--- src/common/tcu_pkg.sv ---
// tcu_pkg: constants, modes and state carrier for the 8-bit timer/counter
// assumes a single core clock; timer ticks arrive as one-cycle enables
package tcu_pkg;
    localparam int TCU_WIDTH = 8;
    localparam logic [7:0] TCU_BOTTOM = 8'h00;
    localparam logic [7:0] TCU_MAX = 8'hff;
    localparam logic [7:0] TCU_RST_COUNT = 8'h00;
    localparam logic [7:0] TCU_RST_COMPARE = 8'h00;
    localparam logic [2:0] TCU_CLK_STOPPED = 3'h0;

    typedef enum logic [1:0] {
        TCU_NORMAL = 2'b00,
        TCU_PC_PWM = 2'b01,
        TCU_CTC = 2'b10,
        TCU_FAST_PWM = 2'b11
    } tcu_wave_mode_t;

    typedef enum logic [1:0] {
        TCU_OM_NONE = 2'b00,
        TCU_OM_TOGGLE = 2'b01,
        TCU_OM_CLEAR = 2'b10,
        TCU_OM_SET = 2'b11
    } tcu_out_mode_t;

    typedef struct packed {
        logic [7:0] countValue;
        logic [7:0] compareValue;
        logic [7:0] compareBuffer;
        logic countDown;
        logic blockMatch;
        logic pendMatch;
        logic compareFlag;
        logic overflowFlag;
        logic waveReg;
        logic pinValue;
        logic irqCompare;
        logic irqOverflow;
        logic atBottom;
        logic atMax;
        logic tick;
    } tcu_state_t;
endpackage : tcu_pkg

--- src/rtl/tcu_timer8.sv ---
// tcu_timer8: 8-bit timer/counter with one double-buffered compare channel
// assumes cpu strobes are one-cycle pulses synchronous to core_clk and that
// ioTick / oscTick are one-cycle enables from the prescaler and oscillator
`timescale 1ns/1ps
// Contract
// - counter holds while clock select is zero
// - bottom flag asserts when count equals zero
// - max flag asserts when count equals 255
// - top is 255 or compare value, chosen by mode
// - tick from io clock, or oscillator when async select is one
// - each tick clears, increments or decrements the counter
// - cpu reads and writes count regardless of tick
// - cpu count write beats clear or count in same cycle
// - wave mode bits set sequence and overflow flag setting
// - match sets compare flag on the next tick; here it is set two clocks after the match, whether or not a tick follows
// - enabled compare flag requests interrupt; cleared when serviced
// - writing one clears compare flag; zero leaves it
// - compare double buffered in pwm modes, updated at top or bottom
// - cpu compare access goes to buffer when buffering active
// - force strobe acts on output only in non-pwm modes
// - count write blocks compare match on following tick
// - wave output register kept across mode changes
// - output mode change takes effect at next match
// - nonzero output mode overrides port value with wave output
// - output mode zero leaves wave register untouched on match
// - modes: normal, phase-correct pwm, ctc, fast pwm
// - normal mode overflow set when counter becomes zero
module tcu_timer8 import tcu_pkg::*; (
    input wire logic core_clk,
    input wire logic resetn,
    input wire logic ioTick,
    input wire logic oscTick,
    input wire logic async_clock_select,
    input wire logic [2:0] clock_select_field,
    input wire logic [1:0] wave_mode_field,
    input wire logic [1:0] output_mode_field,
    input wire logic force_compare_strobe,
    input wire logic countWrite,
    input wire logic [7:0] countWriteData,
    input wire logic compareWrite,
    input wire logic [7:0] compareWriteData,
    input wire logic compareFlagWrite,
    input wire logic overflowFlagWrite,
    input wire logic compare_irq_enable,
    input wire logic overflow_irq_enable,
    input wire logic compareIrqAck,
    input wire logic overflowIrqAck,
    input wire logic portValue,
    output logic [7:0] count_value,
    output logic [7:0] compare_value,
    output logic [7:0] compareReadback,
    output logic compare_flag,
    output logic overflow_flag,
    output logic compareIrq,
    output logic overflowIrq,
    output logic timerBottom,
    output logic timerMax,
    output logic wave_out,
    output logic pinOut,
    output logic timer_tick
);

    tcu_state_t st;
    tcu_state_t next_st;

    function automatic logic isPwm(input logic [1:0] m);
        return m == TCU_PC_PWM || m == TCU_FAST_PWM;
    endfunction : isPwm

    logic tick;
    logic match;
    logic [7:0] nextCount;
    logic [7:0] topValue;
    logic pwm;
    logic ovfSet;
    logic cmpSet;
    logic countDownNext;
    logic waveNext;

    always_comb begin
        pwm = isPwm(wave_mode_field);
        // no source selected stops the counter
        tick = (clock_select_field != TCU_CLK_STOPPED) &&
            (async_clock_select ? oscTick : ioTick);
        topValue = (wave_mode_field == TCU_CTC) ? st.compareValue : TCU_MAX;
        match = st.countValue == st.compareValue;
        nextCount = st.countValue;
        countDownNext = st.countDown;
        ovfSet = 1'b0;
        if (tick) begin
            case (wave_mode_field)
                TCU_NORMAL: begin
                    nextCount = st.countValue + 8'h01;
                    ovfSet = st.countValue == TCU_MAX;
                    countDownNext = 1'b0;
                end
                TCU_CTC: begin
                    nextCount = (st.countValue == topValue) ? TCU_BOTTOM : st.countValue + 8'h01;
                    ovfSet = st.countValue == TCU_MAX;
                    countDownNext = 1'b0;
                end
                TCU_FAST_PWM: begin
                    nextCount = (st.countValue == topValue) ? TCU_BOTTOM : st.countValue + 8'h01;
                    ovfSet = st.countValue == TCU_MAX;
                    countDownNext = 1'b0;
                end
                TCU_PC_PWM: begin
                    // dual slope: turn at top and bottom
                    if (st.countDown) begin
                        nextCount = st.countValue - 8'h01;
                        countDownNext = (st.countValue != 8'h01);
                        ovfSet = st.countValue == 8'h01;
                    end else begin
                        nextCount = st.countValue + 8'h01;
                        countDownNext = (st.countValue == 8'hfe);
                    end
                end
                default: begin
                    nextCount = st.countValue;
                end
            endcase
        end
        cmpSet = tick && match && !st.blockMatch;

        // wave register: matches, force and the fast pwm tick at max act; mode switch keeps it
        waveNext = st.waveReg;
        if (pwm) begin
            if (cmpSet && output_mode_field[1]) begin
                if (wave_mode_field == TCU_FAST_PWM) begin
                    waveNext = output_mode_field[0];
                end else begin
                    waveNext = output_mode_field[0] ^ st.countDown;
                end
            end else if (cmpSet && output_mode_field == TCU_OM_TOGGLE
                    && wave_mode_field == TCU_FAST_PWM) begin
                waveNext = ~st.waveReg;
            end else if (tick && wave_mode_field == TCU_FAST_PWM && output_mode_field[1]
                    && st.countValue == TCU_MAX) begin
                waveNext = ~output_mode_field[0];
            end
        end else if (cmpSet || force_compare_strobe) begin
            case (output_mode_field)
                TCU_OM_NONE: waveNext = st.waveReg;
                TCU_OM_TOGGLE: waveNext = ~st.waveReg;
                TCU_OM_CLEAR: waveNext = 1'b0;
                TCU_OM_SET: waveNext = 1'b1;
                default: waveNext = st.waveReg;
            endcase
        end

        next_st = st;
        next_st.tick = tick;
        next_st.countDown = countDownNext;
        next_st.countValue = nextCount;
        if (countWrite) begin
            next_st.countValue = countWriteData;
        end
        // block lasts until the next tick has been consumed
        if (countWrite) begin
            next_st.blockMatch = 1'b1;
        end else if (tick) begin
            next_st.blockMatch = 1'b0;
        end
        // compare register path
        if (compareWrite) begin
            if (pwm) begin
                next_st.compareBuffer = compareWriteData;
            end else begin
                next_st.compareValue = compareWriteData;
                next_st.compareBuffer = compareWriteData;
            end
        end
        if (pwm && tick) begin
            if ((wave_mode_field == TCU_FAST_PWM && st.countValue == TCU_MAX)
                    || (wave_mode_field == TCU_PC_PWM && st.countValue == TCU_MAX)) begin
                next_st.compareValue = st.compareBuffer;
            end
        end
        // flag set is registered twice, so it appears two clocks after the match, whether or not a tick follows
        next_st.pendMatch = cmpSet;
        if (st.pendMatch) begin
            next_st.compareFlag = 1'b1;
        end else if ((compareFlagWrite || compareIrqAck)) begin
            next_st.compareFlag = 1'b0;
        end
        if (ovfSet) begin
            next_st.overflowFlag = 1'b1;
        end else if (overflowFlagWrite || overflowIrqAck) begin
            next_st.overflowFlag = 1'b0;
        end
        next_st.waveReg = waveNext;
        next_st.pinValue = (output_mode_field != TCU_OM_NONE) ? waveNext : portValue;
        next_st.irqCompare = next_st.compareFlag && compare_irq_enable;
        next_st.irqOverflow = next_st.overflowFlag && overflow_irq_enable;
        next_st.atBottom = next_st.countValue == TCU_BOTTOM;
        next_st.atMax = next_st.countValue == TCU_MAX;
    end

    always_ff @(posedge core_clk or negedge resetn) begin
        if (!resetn) begin
            st <= '0;
            st.countValue <= TCU_RST_COUNT;
            st.compareValue <= TCU_RST_COMPARE;
            st.compareBuffer <= TCU_RST_COMPARE;
            st.atBottom <= 1'b1;
        end else begin
            st <= next_st;
        end
    end

    assign count_value = st.countValue;
    assign compare_value = st.compareValue;
    assign compareReadback = st.compareBuffer;
    assign compare_flag = st.compareFlag;
    assign overflow_flag = st.overflowFlag;
    assign compareIrq = st.irqCompare;
    assign overflowIrq = st.irqOverflow;
    assign timerBottom = st.atBottom;
    assign timerMax = st.atMax;
    assign wave_out = st.waveReg;
    assign pinOut = st.pinValue;
    assign timer_tick = st.tick;

    AST_STOPPED_HOLDS: assert property (@(posedge core_clk) disable iff (!resetn)
        clock_select_field == TCU_CLK_STOPPED && !countWrite |=> $stable(count_value))
        else $error("counter moved while stopped");
    AST_BOTTOM_FLAG: assert property (@(posedge core_clk) disable iff (!resetn)
        timerBottom == (count_value == 8'h00)) else $error("bottom flag wrong");
    AST_MAX_FLAG: assert property (@(posedge core_clk) disable iff (!resetn)
        timerMax == (count_value == 8'hff)) else $error("max flag wrong");
    AST_WRITE_WINS: assert property (@(posedge core_clk) disable iff (!resetn)
        countWrite |=> count_value == $past(countWriteData))
        else $error("count write lost");
    AST_NORMAL_INC: assert property (@(posedge core_clk) disable iff (!resetn)
        tick && !countWrite && wave_mode_field == TCU_NORMAL
        |=> count_value == $past(count_value) + 8'h01) else $error("no increment");
    AST_FLAG_AFTER_MATCH: assert property (@(posedge core_clk) disable iff (!resetn)
        cmpSet |=> ##1 compare_flag) else $error("compare flag not set");
    AST_WRITE_BLOCKS: assert property (@(posedge core_clk) disable iff (!resetn)
        countWrite |=> !cmpSet) else $error("match not blocked");
    AST_FLAG_CLEAR: assert property (@(posedge core_clk) disable iff (!resetn)
        compareFlagWrite && !st.pendMatch |=> !compare_flag) else $error("flag not cleared");
    AST_PIN_OVERRIDE: assert property (@(posedge core_clk) disable iff (!resetn)
        output_mode_field != TCU_OM_NONE |=> pinOut == wave_out)
        else $error("pin not overridden");
    AST_OVF_NORMAL: assert property (@(posedge core_clk) disable iff (!resetn)
        tick && !countWrite && wave_mode_field == TCU_NORMAL && count_value == 8'hff
        |=> overflow_flag && count_value == 8'h00) else $error("overflow not set");

    // ctc and phase-correct counting, tick source and overflow flag clear
    AST_CTC_CLEAR: assert property (@(posedge core_clk) disable iff (!resetn)
        tick && !countWrite && wave_mode_field == TCU_CTC && count_value == compare_value
        |=> count_value == 8'h00)
        else $error("ctc did not clear at top");
    AST_PC_DOWN: assert property (@(posedge core_clk) disable iff (!resetn)
        tick && !countWrite && wave_mode_field == TCU_PC_PWM && st.countDown
        |=> count_value == $past(count_value) - 8'h01)
        else $error("no decrement");
    AST_TICK_ASYNC: assert property (@(posedge core_clk) disable iff (!resetn)
        async_clock_select && !oscTick
        |=> !timer_tick)
        else $error("tick without oscillator");
    AST_TICK_SYNC: assert property (@(posedge core_clk) disable iff (!resetn)
        !async_clock_select && !ioTick
        |=> !timer_tick)
        else $error("tick without io clock");
    AST_OVF_CLEAR: assert property (@(posedge core_clk) disable iff (!resetn)
        overflowFlagWrite && !ovfSet
        |=> !overflow_flag)
        else $error("overflow flag not cleared");

    // compare flag and interrupt
    AST_FLAG_NEEDS_MATCH: assert property (@(posedge core_clk) disable iff (!resetn)
        $rose(compare_flag)
        |-> $past(cmpSet, 2))
        else $error("compare flag without match");
    AST_SET_WINS: assert property (@(posedge core_clk) disable iff (!resetn)
        st.pendMatch
        |=> compare_flag)
        else $error("pending match lost");
    AST_IRQ_FOLLOWS: assert property (@(posedge core_clk) disable iff (!resetn)
        compareIrq == (compare_flag && $past(compare_irq_enable)))
        else $error("compare irq wrong");
    AST_ACK_CLEARS: assert property (@(posedge core_clk) disable iff (!resetn)
        compareIrqAck && !st.pendMatch
        |=> !compare_flag)
        else $error("ack did not clear flag");

    // compare register buffering
    AST_BUF_LOAD: assert property (@(posedge core_clk) disable iff (!resetn)
        tick && isPwm(wave_mode_field) && count_value == TCU_MAX
        |=> compare_value == $past(compareReadback))
        else $error("buffer not loaded at max");
    AST_DIRECT_WRITE: assert property (@(posedge core_clk) disable iff (!resetn)
        compareWrite && !isPwm(wave_mode_field)
        |=> compare_value == $past(compareWriteData))
        else $error("direct compare write lost");
    AST_BUFFERED_WRITE: assert property (@(posedge core_clk) disable iff (!resetn)
        compareWrite && isPwm(wave_mode_field) && !tick
        |=> compareReadback == $past(compareWriteData) && $stable(compare_value))
        else $error("buffered compare write wrong");

    // waveform register
    AST_FORCE_SET: assert property (@(posedge core_clk) disable iff (!resetn)
        force_compare_strobe && !isPwm(wave_mode_field) && output_mode_field == TCU_OM_SET
        |=> wave_out)
        else $error("force did not set output");
    AST_FORCE_CLEAR: assert property (@(posedge core_clk) disable iff (!resetn)
        force_compare_strobe && !isPwm(wave_mode_field) && output_mode_field == TCU_OM_CLEAR
        |=> !wave_out)
        else $error("force did not clear output");
    AST_FORCE_NO_FLAG: assert property (@(posedge core_clk) disable iff (!resetn)
        force_compare_strobe && !st.pendMatch && !compare_flag
        |=> !compare_flag)
        else $error("force set compare flag");
    AST_FORCE_PWM: assert property (@(posedge core_clk) disable iff (!resetn)
        force_compare_strobe && isPwm(wave_mode_field) && !tick
        |=> $stable(wave_out))
        else $error("force acted in pwm mode");
    AST_NONE_KEEPS: assert property (@(posedge core_clk) disable iff (!resetn)
        output_mode_field == TCU_OM_NONE
        |=> $stable(wave_out))
        else $error("wave changed with mode none");
    AST_PORT_PASS: assert property (@(posedge core_clk) disable iff (!resetn)
        output_mode_field == TCU_OM_NONE
        |=> pinOut == $past(portValue))
        else $error("port value not passed");

    // values right after reset release
    AST_RESET_VALUES: assert property (@(posedge core_clk)
        $rose(resetn)
        |-> count_value == 8'h00 && compare_value == 8'h00 && !compare_flag
            && !overflow_flag && !wave_out)
        else $error("reset values wrong");

    COV_CTC_CLEAR: cover property (@(posedge core_clk) tick && wave_mode_field == TCU_CTC
        && count_value == compare_value);
    COV_MATCH: cover property (@(posedge core_clk) cmpSet);
    COV_OVF: cover property (@(posedge core_clk) $rose(overflow_flag));
    COV_FORCE: cover property (@(posedge core_clk) force_compare_strobe && !isPwm(wave_mode_field));
    COV_PCDOWN: cover property (@(posedge core_clk) st.countDown && tick);

endmodule : tcu_timer8

--- config.mk ---
export PLATFORM = sky130hd
export DESIGN_NAME = tcu_timer8
export DESIGN_NICKNAME = d
export VERILOG_FILES = /design/src/common/tcu_pkg.sv /design/src/rtl/tcu_timer8.sv
export SDC_FILE = /design/constraint.sdc
export NUM_CORES = 1
export LEC_CHECK = 0
export BUFFER_PORTS_ARGS = -buffer_cell sky130_fd_sc_hd__buf_2
export CORE_ASPECT_RATIO = 1.5
export CORE_MARGIN = 5
export CORE_UTILIZATION = 56
export DETAILED_ROUTE_END_ITERATION = 8
export PLACE_DENSITY_LB_ADDON = 0.08
export SLEW_MARGIN = 25
export SYNTH_ARGS = -nofsm -noshare
export SYNTH_HDL_FRONTEND = slang
export SYNTH_SLANG_ARGS = --single-unit
--- constraint.sdc ---
create_clock -name core_clk -period 8.95 [get_ports core_clk]
set_clock_uncertainty 0.1 [all_clocks]
set_input_delay 1.3425 -clock core_clk [delete_from_list [all_inputs] [get_ports core_clk]]
set_output_delay 1.3425 -clock core_clk [all_outputs]
set_load 0.03 [all_outputs]
Word level (Yosys, flattened, before mapping)
Index checks and enable logic that the tools add are counted.
Word-level totals
  register bits after elaboration: 36
  latch bits: 0
  memory bits (writable): 0
  ROM bits: 0
  input bits: 38
  output and inout bits: 33
  word-level logic and storage cells: 91
  memories kept: 0
Operators by class
  add/subtract/negate cells: 2
  $mul: 0
  div/mod/pow operators: 0
  order comparisons: 0
  eq/ne operators: 13
  shifts and indexed selects: 0
  mux-type cells: 30
  bitwise gates (word level): 3
  reduce and logical (&&, ||, !) cells: 28
Operator list (number)
  8-bit 2-to-1 mux: 8
  8-bit equality test, second input constant: 3
  8-bit case mux with 3 select lines: 1
  1-bit 2-to-1 mux: 17
  8-bit equality test: 2
  16-bit 2-to-1 mux: 1
  1-bit logical AND: 14
  8-bit by 1-bit adder with 8-bit output, second input constant: 1
  2-bit equality test, second input constant: 4
  8-bit by 1-bit equality test with 1-bit output, second input constant: 1
  8-bit zero test: 1
  8-bit by 1-bit inequality test with 1-bit output, second input constant: 1
  8-bit by 1-bit subtractor with 8-bit output, second input constant: 1
  1-bit logical OR: 5
  2-bit by 1-bit equality test with 1-bit output, second input constant: 2
  2-bit zero test: 2
  1-bit case mux with 2 select lines: 2
  1-bit case mux with 4 select lines: 1
  2-bit nonzero test: 2
  3-bit nonzero test: 1
  3-bit OR reduction: 1
  1-bit NOT: 2
  2-bit OR reduction: 1
  1-bit zero test: 1
  1-bit bitwise XOR: 1

Longest topological paths before layout
Gate-level depths: netlist of the first run.
  word-level depth: 10
  mapped depth: 9
  gate-level depth less buffers: 8

Worst setup path after synthesis of the first run
No wires, ideal clock.
  kind: input to register
  start point: in wave_mode_field[0]
  end point: reg st (netlist bit timerBottom)
  library setup time: 0.090 ns
  arrival: 3.533 ns
  required time: 8.760 ns
  slack: 5.227 ns
  cell stages on the path: 8
  buffers on the path: 1
  path through: nor2_1 > o2bb2ai_1 > or4_4 > or3_1 > buf_2 > a211o_1 > or4_4 > nor4_2
RTL lines
  start: declaration: RTL line tcu_timer8.sv:35  | input wire logic [1:0] wave_mode_field,
  end signal: assignment: RTL line tcu_timer8.sv:207  | st <= next_st;
  end: declaration: RTL line tcu_timer8.sv:63  | tcu_state_t st;

==> results.cfg, run 1 <==
[power_and_ir_drop]
max-vdd-ir-drop_mv = 0.141
power_w = 0.000474
pwr_density_cell_nw_per_um2 = 176
power.leakage_nw = 1.28

[place]
dpl.hpwl_um = 4550
io_buffers = 70
pre_cts_ws_ns = 4.88
globalplace.congestion = 0.977

[run]
maxCapViolCount = 0

[route]
wire_per_inst_um = 16.3
drc_errors = 0
drt_first_iter_violations = 76
ant_nets = 0
dr.pass1.iters = 4
wl_met2_um = 3230
vias = 2225
routed_wl_um = 5990
avgViaCountPerCell = 6.05
wl_met3_um = 423
top_layer = met4
wl_met1_um = 2150

[clocking]
clkTransAtPathRegs_ns = 0.07
cts_tree = done
cts_setup_buffers = 0
ctsResizeCount = 0
cts_buffer_depth = 2
clkLatencyLatePin_ns = 0.29
cts_buffers = 5
cts_root_buf = clkbuf_8
holdBufCountCts = 0
cts-htree-levels = 2
numClockSinks = 36

[yosys]
synth_cell_types = 58
syn_area_um2 = 2440
synth_top_area_share_pct = 35.8
yosys.area.top_type = dfrtp_1
synth_top_flop_cell = dfrtp_1
syn_inst = 284
synth_warnings = 0
syn-num-nets = 326
ys_seq_area_share_pct = 36.9
synth-async-reset-ratio_pct = 100
avgSynthCellArea_um2 = 8.60
synth_edf_count = 0
ys_top_cells_by_area = dfrtp_1 36%, buf_4 7.4%, a21oi_1 5.5%, mux2_2 4.6%, nor2_1 4.1%
ys_ff_latch = 36

[timing]
tightestPinTransition_ns = 0.926
finalCritPeriodShare_pct = 42.3
min_period_ns = 3.79
fmax_mhz = 264
maxSlewHeadroom_pct = 38.2
setup_viol = 0
finalSetupTns_ns = 0
timing.final.ws_setup_ns = 5.16
drv_slew = 0
hold_viol_final = 0
rsz0062_at_grt = false

[worst_hold_path]
hold_path_class = flip-flop to flip-flop

[die]
start_util_pct = 57.6
io_pins = 71
die-area_um2 = 5810
row_count = 29
dieHeight_um = 90.9
die_w_um = 63.9
core_um2 = 4250

[worst_setup_path]
cp-end-kind = flip-flop
critical_path_class = input pin to flip-flop
required_ns = 9.05
r2r_cells = 7
critPathCapture = timerBottom
r2r_slack_ns = 5.55
reg2reg_from = count_value[1]
critPathLaunch = wave_mode_field[0]
reg2reg_to = timerBottom
crit_arrival_ns = 3.89
startpoint_type = input pin
worst-path-max-fanout = 14

[global_routing]
grt_use_total_pct = 21.5
grt_pass1_wl_um = 10200
antenna_found_initial = 0
grt_pass1_vias = 2233
gr-total-overflow = 0
grt_max_degree = 37

[layout]
drive_above_1_share_pct = 30.4
final_cell_mix = 70 x buf_2, 35 x dfrtp_1, 27 x nor2_1, 27 x a21oi_1, 16 x nand2_1
area_delta_synth_final_pct = 10.5
final_common_cell = buf_2
diodes = 0
final_net_count = 364

[run_status]
status = finished, final reports clean
[through the flow]
step	util [%]	instance area (um2)	cells	hold slack, ns
3_5_place_dp	61.3	2600	361	0.331
4_1_cts	63.6	2700	368	0.347
6_report	63.6	2700	368	0.342
2_1_floorplan	-	2440	284	0.317
3_3_place_gp	61.3	2600	361	0.335
5_1_grt	63.6	2700	368	0.369
[report_power, final]
group	total [W]	switching [W]	internal [W]
combinational	0.000147	0.0000929	0.0000541
clock	0.000122	0.0000536	0.0000685
sequential	0.000205	0.0000259	0.000179
total	0.000474	0.000172	0.000302
[sequential cells by signal (all words and copies together) (netlist names)]
signal / flops
timer_tick: 1
timerMax: 1
wave_out: 1
compare_value: 8
pinOut: 1
compareReadback: 8
st: 3
count_value: 8
overflow_flag: 1
overflowIrq: 1
timerBottom: 1
compare_flag: 1
compareIrq: 1
[worst min path at each step]
stage                     start            to  slack [ns]  depth (start not counted)
after floorplan           st[9]  compare_flag        0.32                          1
after CTS                 st[9]  compare_flag        0.35                          1
final                     st[9]  compare_flag        0.34                          1
after global routing      st[9]  compare_flag        0.37                          1
after global placement    st[9]  compare_flag        0.33                          1
after detailed placement  st[9]  compare_flag        0.33                          1
[layer usage]
layer / up-vias / GRT usage (%)
met4: 0 / 10.1
met2: 87 / 37.5
met5: - / 0
met3: 16 / 4.98
li1: 1071 / -
met1: 1051 / 24.1
[cell type report]
| type | count | area [um2] |
|---|---|---|
| Clock buffer | 7 | 96.3 |
| Fill cell | 398 | 1550 |
| Inverter | 14 | 52.6 |
| Multi-Input combinational cell | 194 | 1230 |
| Sequential cell | 36 | 902 |
| Tap cell | 46 | 57.6 |
| Timing Repair Buffer | 71 | 358 |
[synth_stat cells, types with 4 or more instances]
cell type,n
dfrtp_1,35
a21oi_1,27
nor2_1,27
buf_4,24
nand2_1,16
nand3_1,14
inv_1,13
mux2_2,10
clkbuf_1,9
nor3_1,8
buf_2,6
o21ai_0,6
nand2b_1,5
nor2b_1,5
nor3b_1,5
o22ai_1,5
and2_1,4
ha_1,4
nand4_1,4
nor4_1,4
o31ai_1,4
[cells by family (layout without fill, tap and decap cells)]
logic type      Yosys count  in the layout  share of synthesized area (%)
mux                      12             12                           5.43
fa+ha+maj                 4              4                           2.05
simple gates            109            109                           24.4
flops                    36             36                           36.9
compound gates           69             69                           18.6
buf+inv                  54             92                           12.6
[worst max-delay path, cell delays in order]
cell	delay, ns
buf_2	0.18
nor2_1	0.12
o2bb2ai_1	0.07
or4_4	0.55
or3_1	0.50
a211o_1	0.34
or4_4	0.56
nor4_2	0.21
Note: power is estimated with default switching activity, not from simulation.
==> inputs of run 2 (changes only) <==
--- a/config.mk
+++ b/config.mk
@@ -8,7 +8,7 @@
 export BUFFER_PORTS_ARGS = -buffer_cell sky130_fd_sc_hd__buf_2
 export CORE_ASPECT_RATIO = 1.5
 export CORE_MARGIN = 5
-export CORE_UTILIZATION = 56
+export CORE_UTILIZATION = 47
 export DETAILED_ROUTE_END_ITERATION = 8
 export PLACE_DENSITY_LB_ADDON = 0.08
 export SLEW_MARGIN = 25
==> constraint.sdc (replaced) <==
create_clock -name core_clk -period 3.3 [get_ports core_clk]
set_clock_uncertainty 0.1 [all_clocks]
set_input_delay 0.495 -clock core_clk [delete_from_list [all_inputs] [get_ports core_clk]]
set_output_delay 0.495 -clock core_clk [all_outputs]
set_load 0.03 [all_outputs]
==> run 2 against run 1 <==
Effect of this change:
- critical path depth decreased by 1
- clock power increased by 150%
- core utilization decreased by 8.8 points
- via count increased by 0.81%
- non-clock buffer count increased by 9
- combinational power increased to 3.1 times the previous value
- flip-flop and latch count unchanged
- design area increased by 3.2%
- first-iteration DRC count increased by 26%
- critical path type is now flip-flop to flip-flop
- highest routed layer unchanged
==> results.cfg, run 2 (synthesis results as in run 1) <==
[timing]
drv_slew = 0
setup_viol = 0
min_period_ns = 3.09
fmax_mhz = 324
rsz0062_at_grt = false
finalSetupTns_ns = 0
tightestPinTransition_ns = 0.814
hold_viol_final = 0
finalCritPeriodShare_pct = 93.7
maxSlewHeadroom_pct = 45.7
whs_ns = 0.194

[route]
vias = 2243
routed_wl_um = 6470
dr.pass1.iters = 4
ant_nets = 0
wire_per_inst_um = 16.2
avgViaCountPerCell = 5.61
drt_first_iter_violations = 96
drc_errors = 0

[die]
io_pins = 71
start_util_pct = 48.1
row_count = 32
core_um2 = 5080
die-area_um2 = 6770
die_w_um = 68.9
dieHeight_um = 98.3

[layout]
fillerInstances = 518
diodes = 0
final_net_count = 373
final_common_cell = buf_2
area_delta_synth_final_pct = 14.0
final_cell_mix = 70 x buf_2, 35 x dfrtp_1, 27 x nor2_1, 27 x a21oi_1, 16 x nand2_1
seq_area_um2 = 902
multi_input_area_um2 = 1240
drive_above_1_share_pct = 32.2

[clocking]
cts_buffer_depth = 2
clkLatencyLatePin_ns = 0.29
clkTransAtPathRegs_ns = 0.07
holdBufCountCts = 0
cts-htree-levels = 2
cts_tree = done
cts_buffers = 5
numClockSinks = 36
cts_root_buf = clkbuf_8

[global_routing]
grt_pass1_vias = 2273
grt_max_degree = 37
antenna_found_initial = 0
grt_use_total_pct = 21.1
gr-total-overflow = 0
grt_pass1_wl_um = 10800

[worst_setup_path]
startpoint_type = flip-flop
critPathSlowestCell = or4_4
critical_path_class = flip-flop to flip-flop
cp_cell_sequence = nand2_1 -> o2bb2ai_1 -> or4_4 -> or3_1 -> a211o_1 -> or4_4 -> nor4_2
cp-end-kind = flip-flop
crit_arrival_ns = 3.18
cpMostUsedCell = or4_4
r2r_slack_ns = 0.21
required_ns = 3.39
worst-path-max-fanout = 9
cp_slowest_stage_delay_ns = 0.55

[power_and_ir_drop]
power.leakage_nw = 1.32
power_w = 0.00128
pwr_density_cell_nw_per_um2 = 460
max-vdd-ir-drop_mv = 0.270

[place]
globalplace.congestion = 0.942
dpl.hpwl_um = 5120
io_buffers = 70

[run]
maxCapViolCount = 0

[worst_hold_path]
hold_path_class = input pin to async pin

[run_status]
status = finished, final reports clean
[run 2: timing repair]
item | in CTS | in global routing
setup endpoints to repair | 0 | 1
setup buffers | 0 | 0
gates resized for setup | 0 | 1
[run 2: per-stage QoR]
stage	std cells	setup slack [ns]	area, um2	utilization (%)
3_5_place_dp	392	0.168	2700	53.1
6_report	400	0.209	2790	54.8
2_1_floorplan	284	0.373	2440	-
4_1_cts	400	0.180	2780	54.7
5_1_grt	400	0.0724	2790	54.8
3_3_place_gp	392	0.232	2700	53.1
[run 2: final cells by class]
class | count | area share [%]
Clock buffer | 7 | 2.74
Tap cell | 68 | 3.05
Clock inverter | 1 | 0.180
Timing Repair Buffer | 80 | 15.3
Inverter | 14 | 1.89
Sequential cell | 36 | 32.4
Multi-Input combinational cell | 194 | 44.5
[run 2: critical path: cells and delay by family (launching register included)]
kind               cells  cell delay [ns]
AOI/OAI and AO/OA      2             0.46
and+or+nand+nor        5             1.94
DFF                    1             0.49
[run 2: power breakdown]
| part | leakage [nW] | internal (W) | switching (W) |
|---|---|---|---|
| Clock | 0.0422 | 0.000148 | 0.000153 |
| Sequential | 0.438 | 0.000486 | 0.0000388 |
| Combinational | 0.838 | 0.000163 | 0.000291 |
| Total | 1.32 | 0.000798 | 0.000483 |
[run 2: final timing paths]
path | from | end | cells past startpoint
hold reg to reg | st[9] | compare_flag | 1
hold / removal | resetn | compareIrq | 1
min in group core_clk | compare_irq_enable | compareIrq | 2
setup reg to reg | count_value[4] | timerBottom | 7
max in group asynchronous | resetn | st[10] | 1
setup / recovery | count_value[4] | timerBottom | 7
[run 2: routing by layer]
metal	vias up	share of wire, %	global-route usage [%]
met5	-	0	0
met4	0	3.8	10.4
met3	13	4.6	3.68
met2	64	54	37.5
met1	1068	37	22.8
li1	1098	-	-
==> inputs of run 3 (changes only) <==
--- a/config.mk
+++ b/config.mk
@@ -5,11 +5,14 @@
 export SDC_FILE = /design/constraint.sdc
 export NUM_CORES = 1
 export LEC_CHECK = 0
+export ABC_AREA = 1
 export BUFFER_PORTS_ARGS = -buffer_cell sky130_fd_sc_hd__buf_2
 export CORE_ASPECT_RATIO = 1.5
 export CORE_MARGIN = 5
-export CORE_UTILIZATION = 47
+export CORE_UTILIZATION = 48
+export CTS_CLUSTER_DIAMETER = 50
 export DETAILED_ROUTE_END_ITERATION = 8
+export MAX_ROUTING_LAYER = met4
 export PLACE_DENSITY_LB_ADDON = 0.08
 export SLEW_MARGIN = 25
 export SYNTH_ARGS = -nofsm -noshare
==> run 3 against run 2 <==
Effect of this change:
- critical path depth up 6
- power is 0.64% lower
- clock-buffer cell count is the same
- clock power increased by 5%
- global-route usage decreased by 0.32 points
- die area grew 5.0%
- core utilization decreased by 0.92 points
- fmax is 43% higher
- first-iteration DRC count is 60% higher
- combinational power shrank 8.1%
- non-clock buffer count shrank 10
- critical path type unchanged
- largest power group unchanged
- highest routed layer unchanged
==> results.cfg, run 3 <==
[run_status]
status = finished, final reports clean

[power_and_ir_drop]
max-vdd-ir-drop_mv = 0.283
pwr_density_cell_nw_per_um2 = 437
power.leakage_nw = 1.58

[timing]
hold_viol_final = 0
min_period_ns = 2.16
finalCritPeriodShare_pct = 65.5
setup_viol = 0
fmax_mhz = 462
finalSetupTns_ns = 0
maxSlewHeadroom_pct = 43.8
tightestPinTransition_ns = 0.843
rsz0062_at_grt = false
drv_slew = 0

[route]
vias = 2368
drt_first_iter_violations = 154
top_layer = met4
avgViaCountPerCell = 4.87
wl_met1_um = 2770
ant_nets = 0
wl_met3_um = 296
wire_per_inst_um = 14.1
wl_met2_um = 3610
routed_wl_um = 6860
dr.pass1.iters = 4
drc_errors = 0

[yosys]
ys_ff_latch = 36
synth_top_area_share_pct = 33.2
synth_xor_area_share_pct = 2.99
syn_inst = 372
avgSynthCellArea_um2 = 7.09
synth_edf_count = 0
ys_seq_area_share_pct = 34.2
yosys.area.top_type = dfrtp_1
syn-num-nets = 414
synth.area.mux_share_pct = 3.42
synth-simple-area-share_pct = 32.0
synth_cell_types = 31
synth_top_family_by_area = simple AND/OR/NAND/NOR gates
synth-compound-area-share_pct = 9.20
synth-async-reset-ratio_pct = 100
synthTopCellsByCount = 112 x nand2_1, 35 x dfrtp_1, 32 x inv_1
syn_area_um2 = 2640
synth_top_flop_cell = dfrtp_1
yosysMostFrequentCell = nand2_1
ys_top_cells_by_area = dfrtp_1 33%, nand2_1 16%, buf_4 8.0%, inv_1 4.6%, nor2_1 4.4%
synth-adder-area-share_pct = 1.90
synth_warnings = 0

[worst_setup_path]
cp-end-kind = flip-flop
crit_arrival_ns = 2.28
worst-path-max-fanout = 9
startpoint_type = flip-flop
cp_cell_sequence = ha_1 -> nand3_4 -> nor2_1 -> nand2_1 -> nand3_1 -> nand2_1 -> nor2_1 -> nor2_1 -> nand2_1 -> nand2_2 -> a21oi_1 -> nand3_1 -> nor2_1
required_ns = 3.42
critical_path_class = flip-flop to flip-flop
cp_slowest_stage_delay_ns = 0.54
critPathSlowestCell = dfrtp_1
cpMostUsedCell = nor2_1

[clocking]
cts_tree = done
holdBufCountCts = 0
cts_root_buf = clkbuf_8
cts_setup_buffers = 0
ctsResizeCount = 0
cts-htree-levels = 2
clkLatencyLatePin_ns = 0.29
numClockSinks = 36
cts_buffer_depth = 2
clkTransAtPathRegs_ns = 0.08
cts_buffers = 5

[place]
io_buffers = 70
globalplace.congestion = 0.902
dpl.hpwl_um = 5300

[die]
core_um2 = 5410
die-area_um2 = 7110
row_count = 33
io_pins = 71
die_w_um = 70.5
dieHeight_um = 101
start_util_pct = 48.8

[global_routing]
grt_pass1_vias = 2369
grt_use_total_pct = 20.8
antenna_found_initial = 0
grt_max_degree = 37
gr-total-overflow = 0
grt_pass1_wl_um = 11300

[layout]
area_delta_synth_final_pct = 10.4
final_util_pct = 53.9
seq_area_um2 = 902
drive_above_1_share_pct = 28.4
final_cell_mix = 112 x nand2_1, 70 x buf_2, 35 x dfrtp_1, 32 x inv_1, 31 x nor2_1
fillerInstances = 559
multi_input_area_um2 = 1310
final_common_cell = nand2_1
diodes = 0
final_net_count = 457

[run]
maxCapViolCount = 0

[worst_hold_path]
hold_path_class = input pin to async pin
-- run 3: path summary, 6_finish.rpt --
check,startpoint,to,slack (ns),cells after the start
max,count_value[1],timerMax,1.14,13
min,resetn,count_value[2],0.21,1
max reg2reg,count_value[1],timerMax,1.14,13
min reg2reg,st[9],compare_flag,0.38,2
max in group asynchronous,resetn,st[9],2.37,1
min in group core_clk,portValue,pinOut,0.31,3
-- run 3: cell type report --
class / count / area share, %
Multi-Input combinational cell: 253 / 44.8
Sequential cell: 36 / 31.0
Inverter: 49 / 6.40
Clock inverter: 1 / 0.172
Clock buffer: 7 / 2.62
Timing Repair Buffer: 70 / 12.0
Tap cell: 70 / 3.01
-- run 3: critical path: cells and delay by family, from the launching register on --
kind                       cells  cell delay (ns)
AOI/OAI and AO/OA              1             0.13
adders and majority gates      1             0.30
and+or+nand+nor               11             1.02
DFF                            1             0.54
-- run 3: report_power, final --
group	total, W	leakage (nW)	switching, W	internal (W)
clock network	0.000316	0.0422	0.000168	0.000149
logic	0.000417	1.11	0.000282	0.000135
registers	0.000539	0.428	0.0000573	0.000482
total	0.00127	1.58	0.000507	0.000765
-- run 3: logic make-up (layout without fill, tap and decap cells) --
| family | after synthesis | count (layout) |
|---|---|---|
| flip-flops | 36 | 36 |
| AO/OA/AOI/OAI | 46 | 46 |
| multiplexers | 8 | 8 |
| XOR/XNOR | 9 | 9 |
| buffers and inverters | 83 | 127 |
| adder cells (fa/ha/maj) | 4 | 4 |
| AND/OR/NAND/NOR | 186 | 186 |
-- run 3: metrics by stage --
| step | setup slack (ns) | hold slack, ns | power (W) | std cells | cell area (um2) |
|---|---|---|---|---|---|
| floorplan | 1.46 | 0.0994 | 0.000889 | 372 | 2640 |
| global placement | 0.981 | 0.373 | 0.000962 | 478 | 2830 |
| detailed placement | 0.963 | 0.359 | 0.000966 | 478 | 2830 |
| CTS | 1.14 | 0.232 | 0.00128 | 486 | 2910 |
| global route | 0.895 | 0.286 | 0.00135 | 486 | 2910 |
| finish | 1.14 | 0.207 | 0.00127 | 486 | 2910 |
-- run 3: per-layer routing --
layer  track usage (%)  vias up
li1                  -     1223
met1              23.2     1069
met2              36.9       62
met3              3.19       14
met4              7.96        0
met5                 -        -
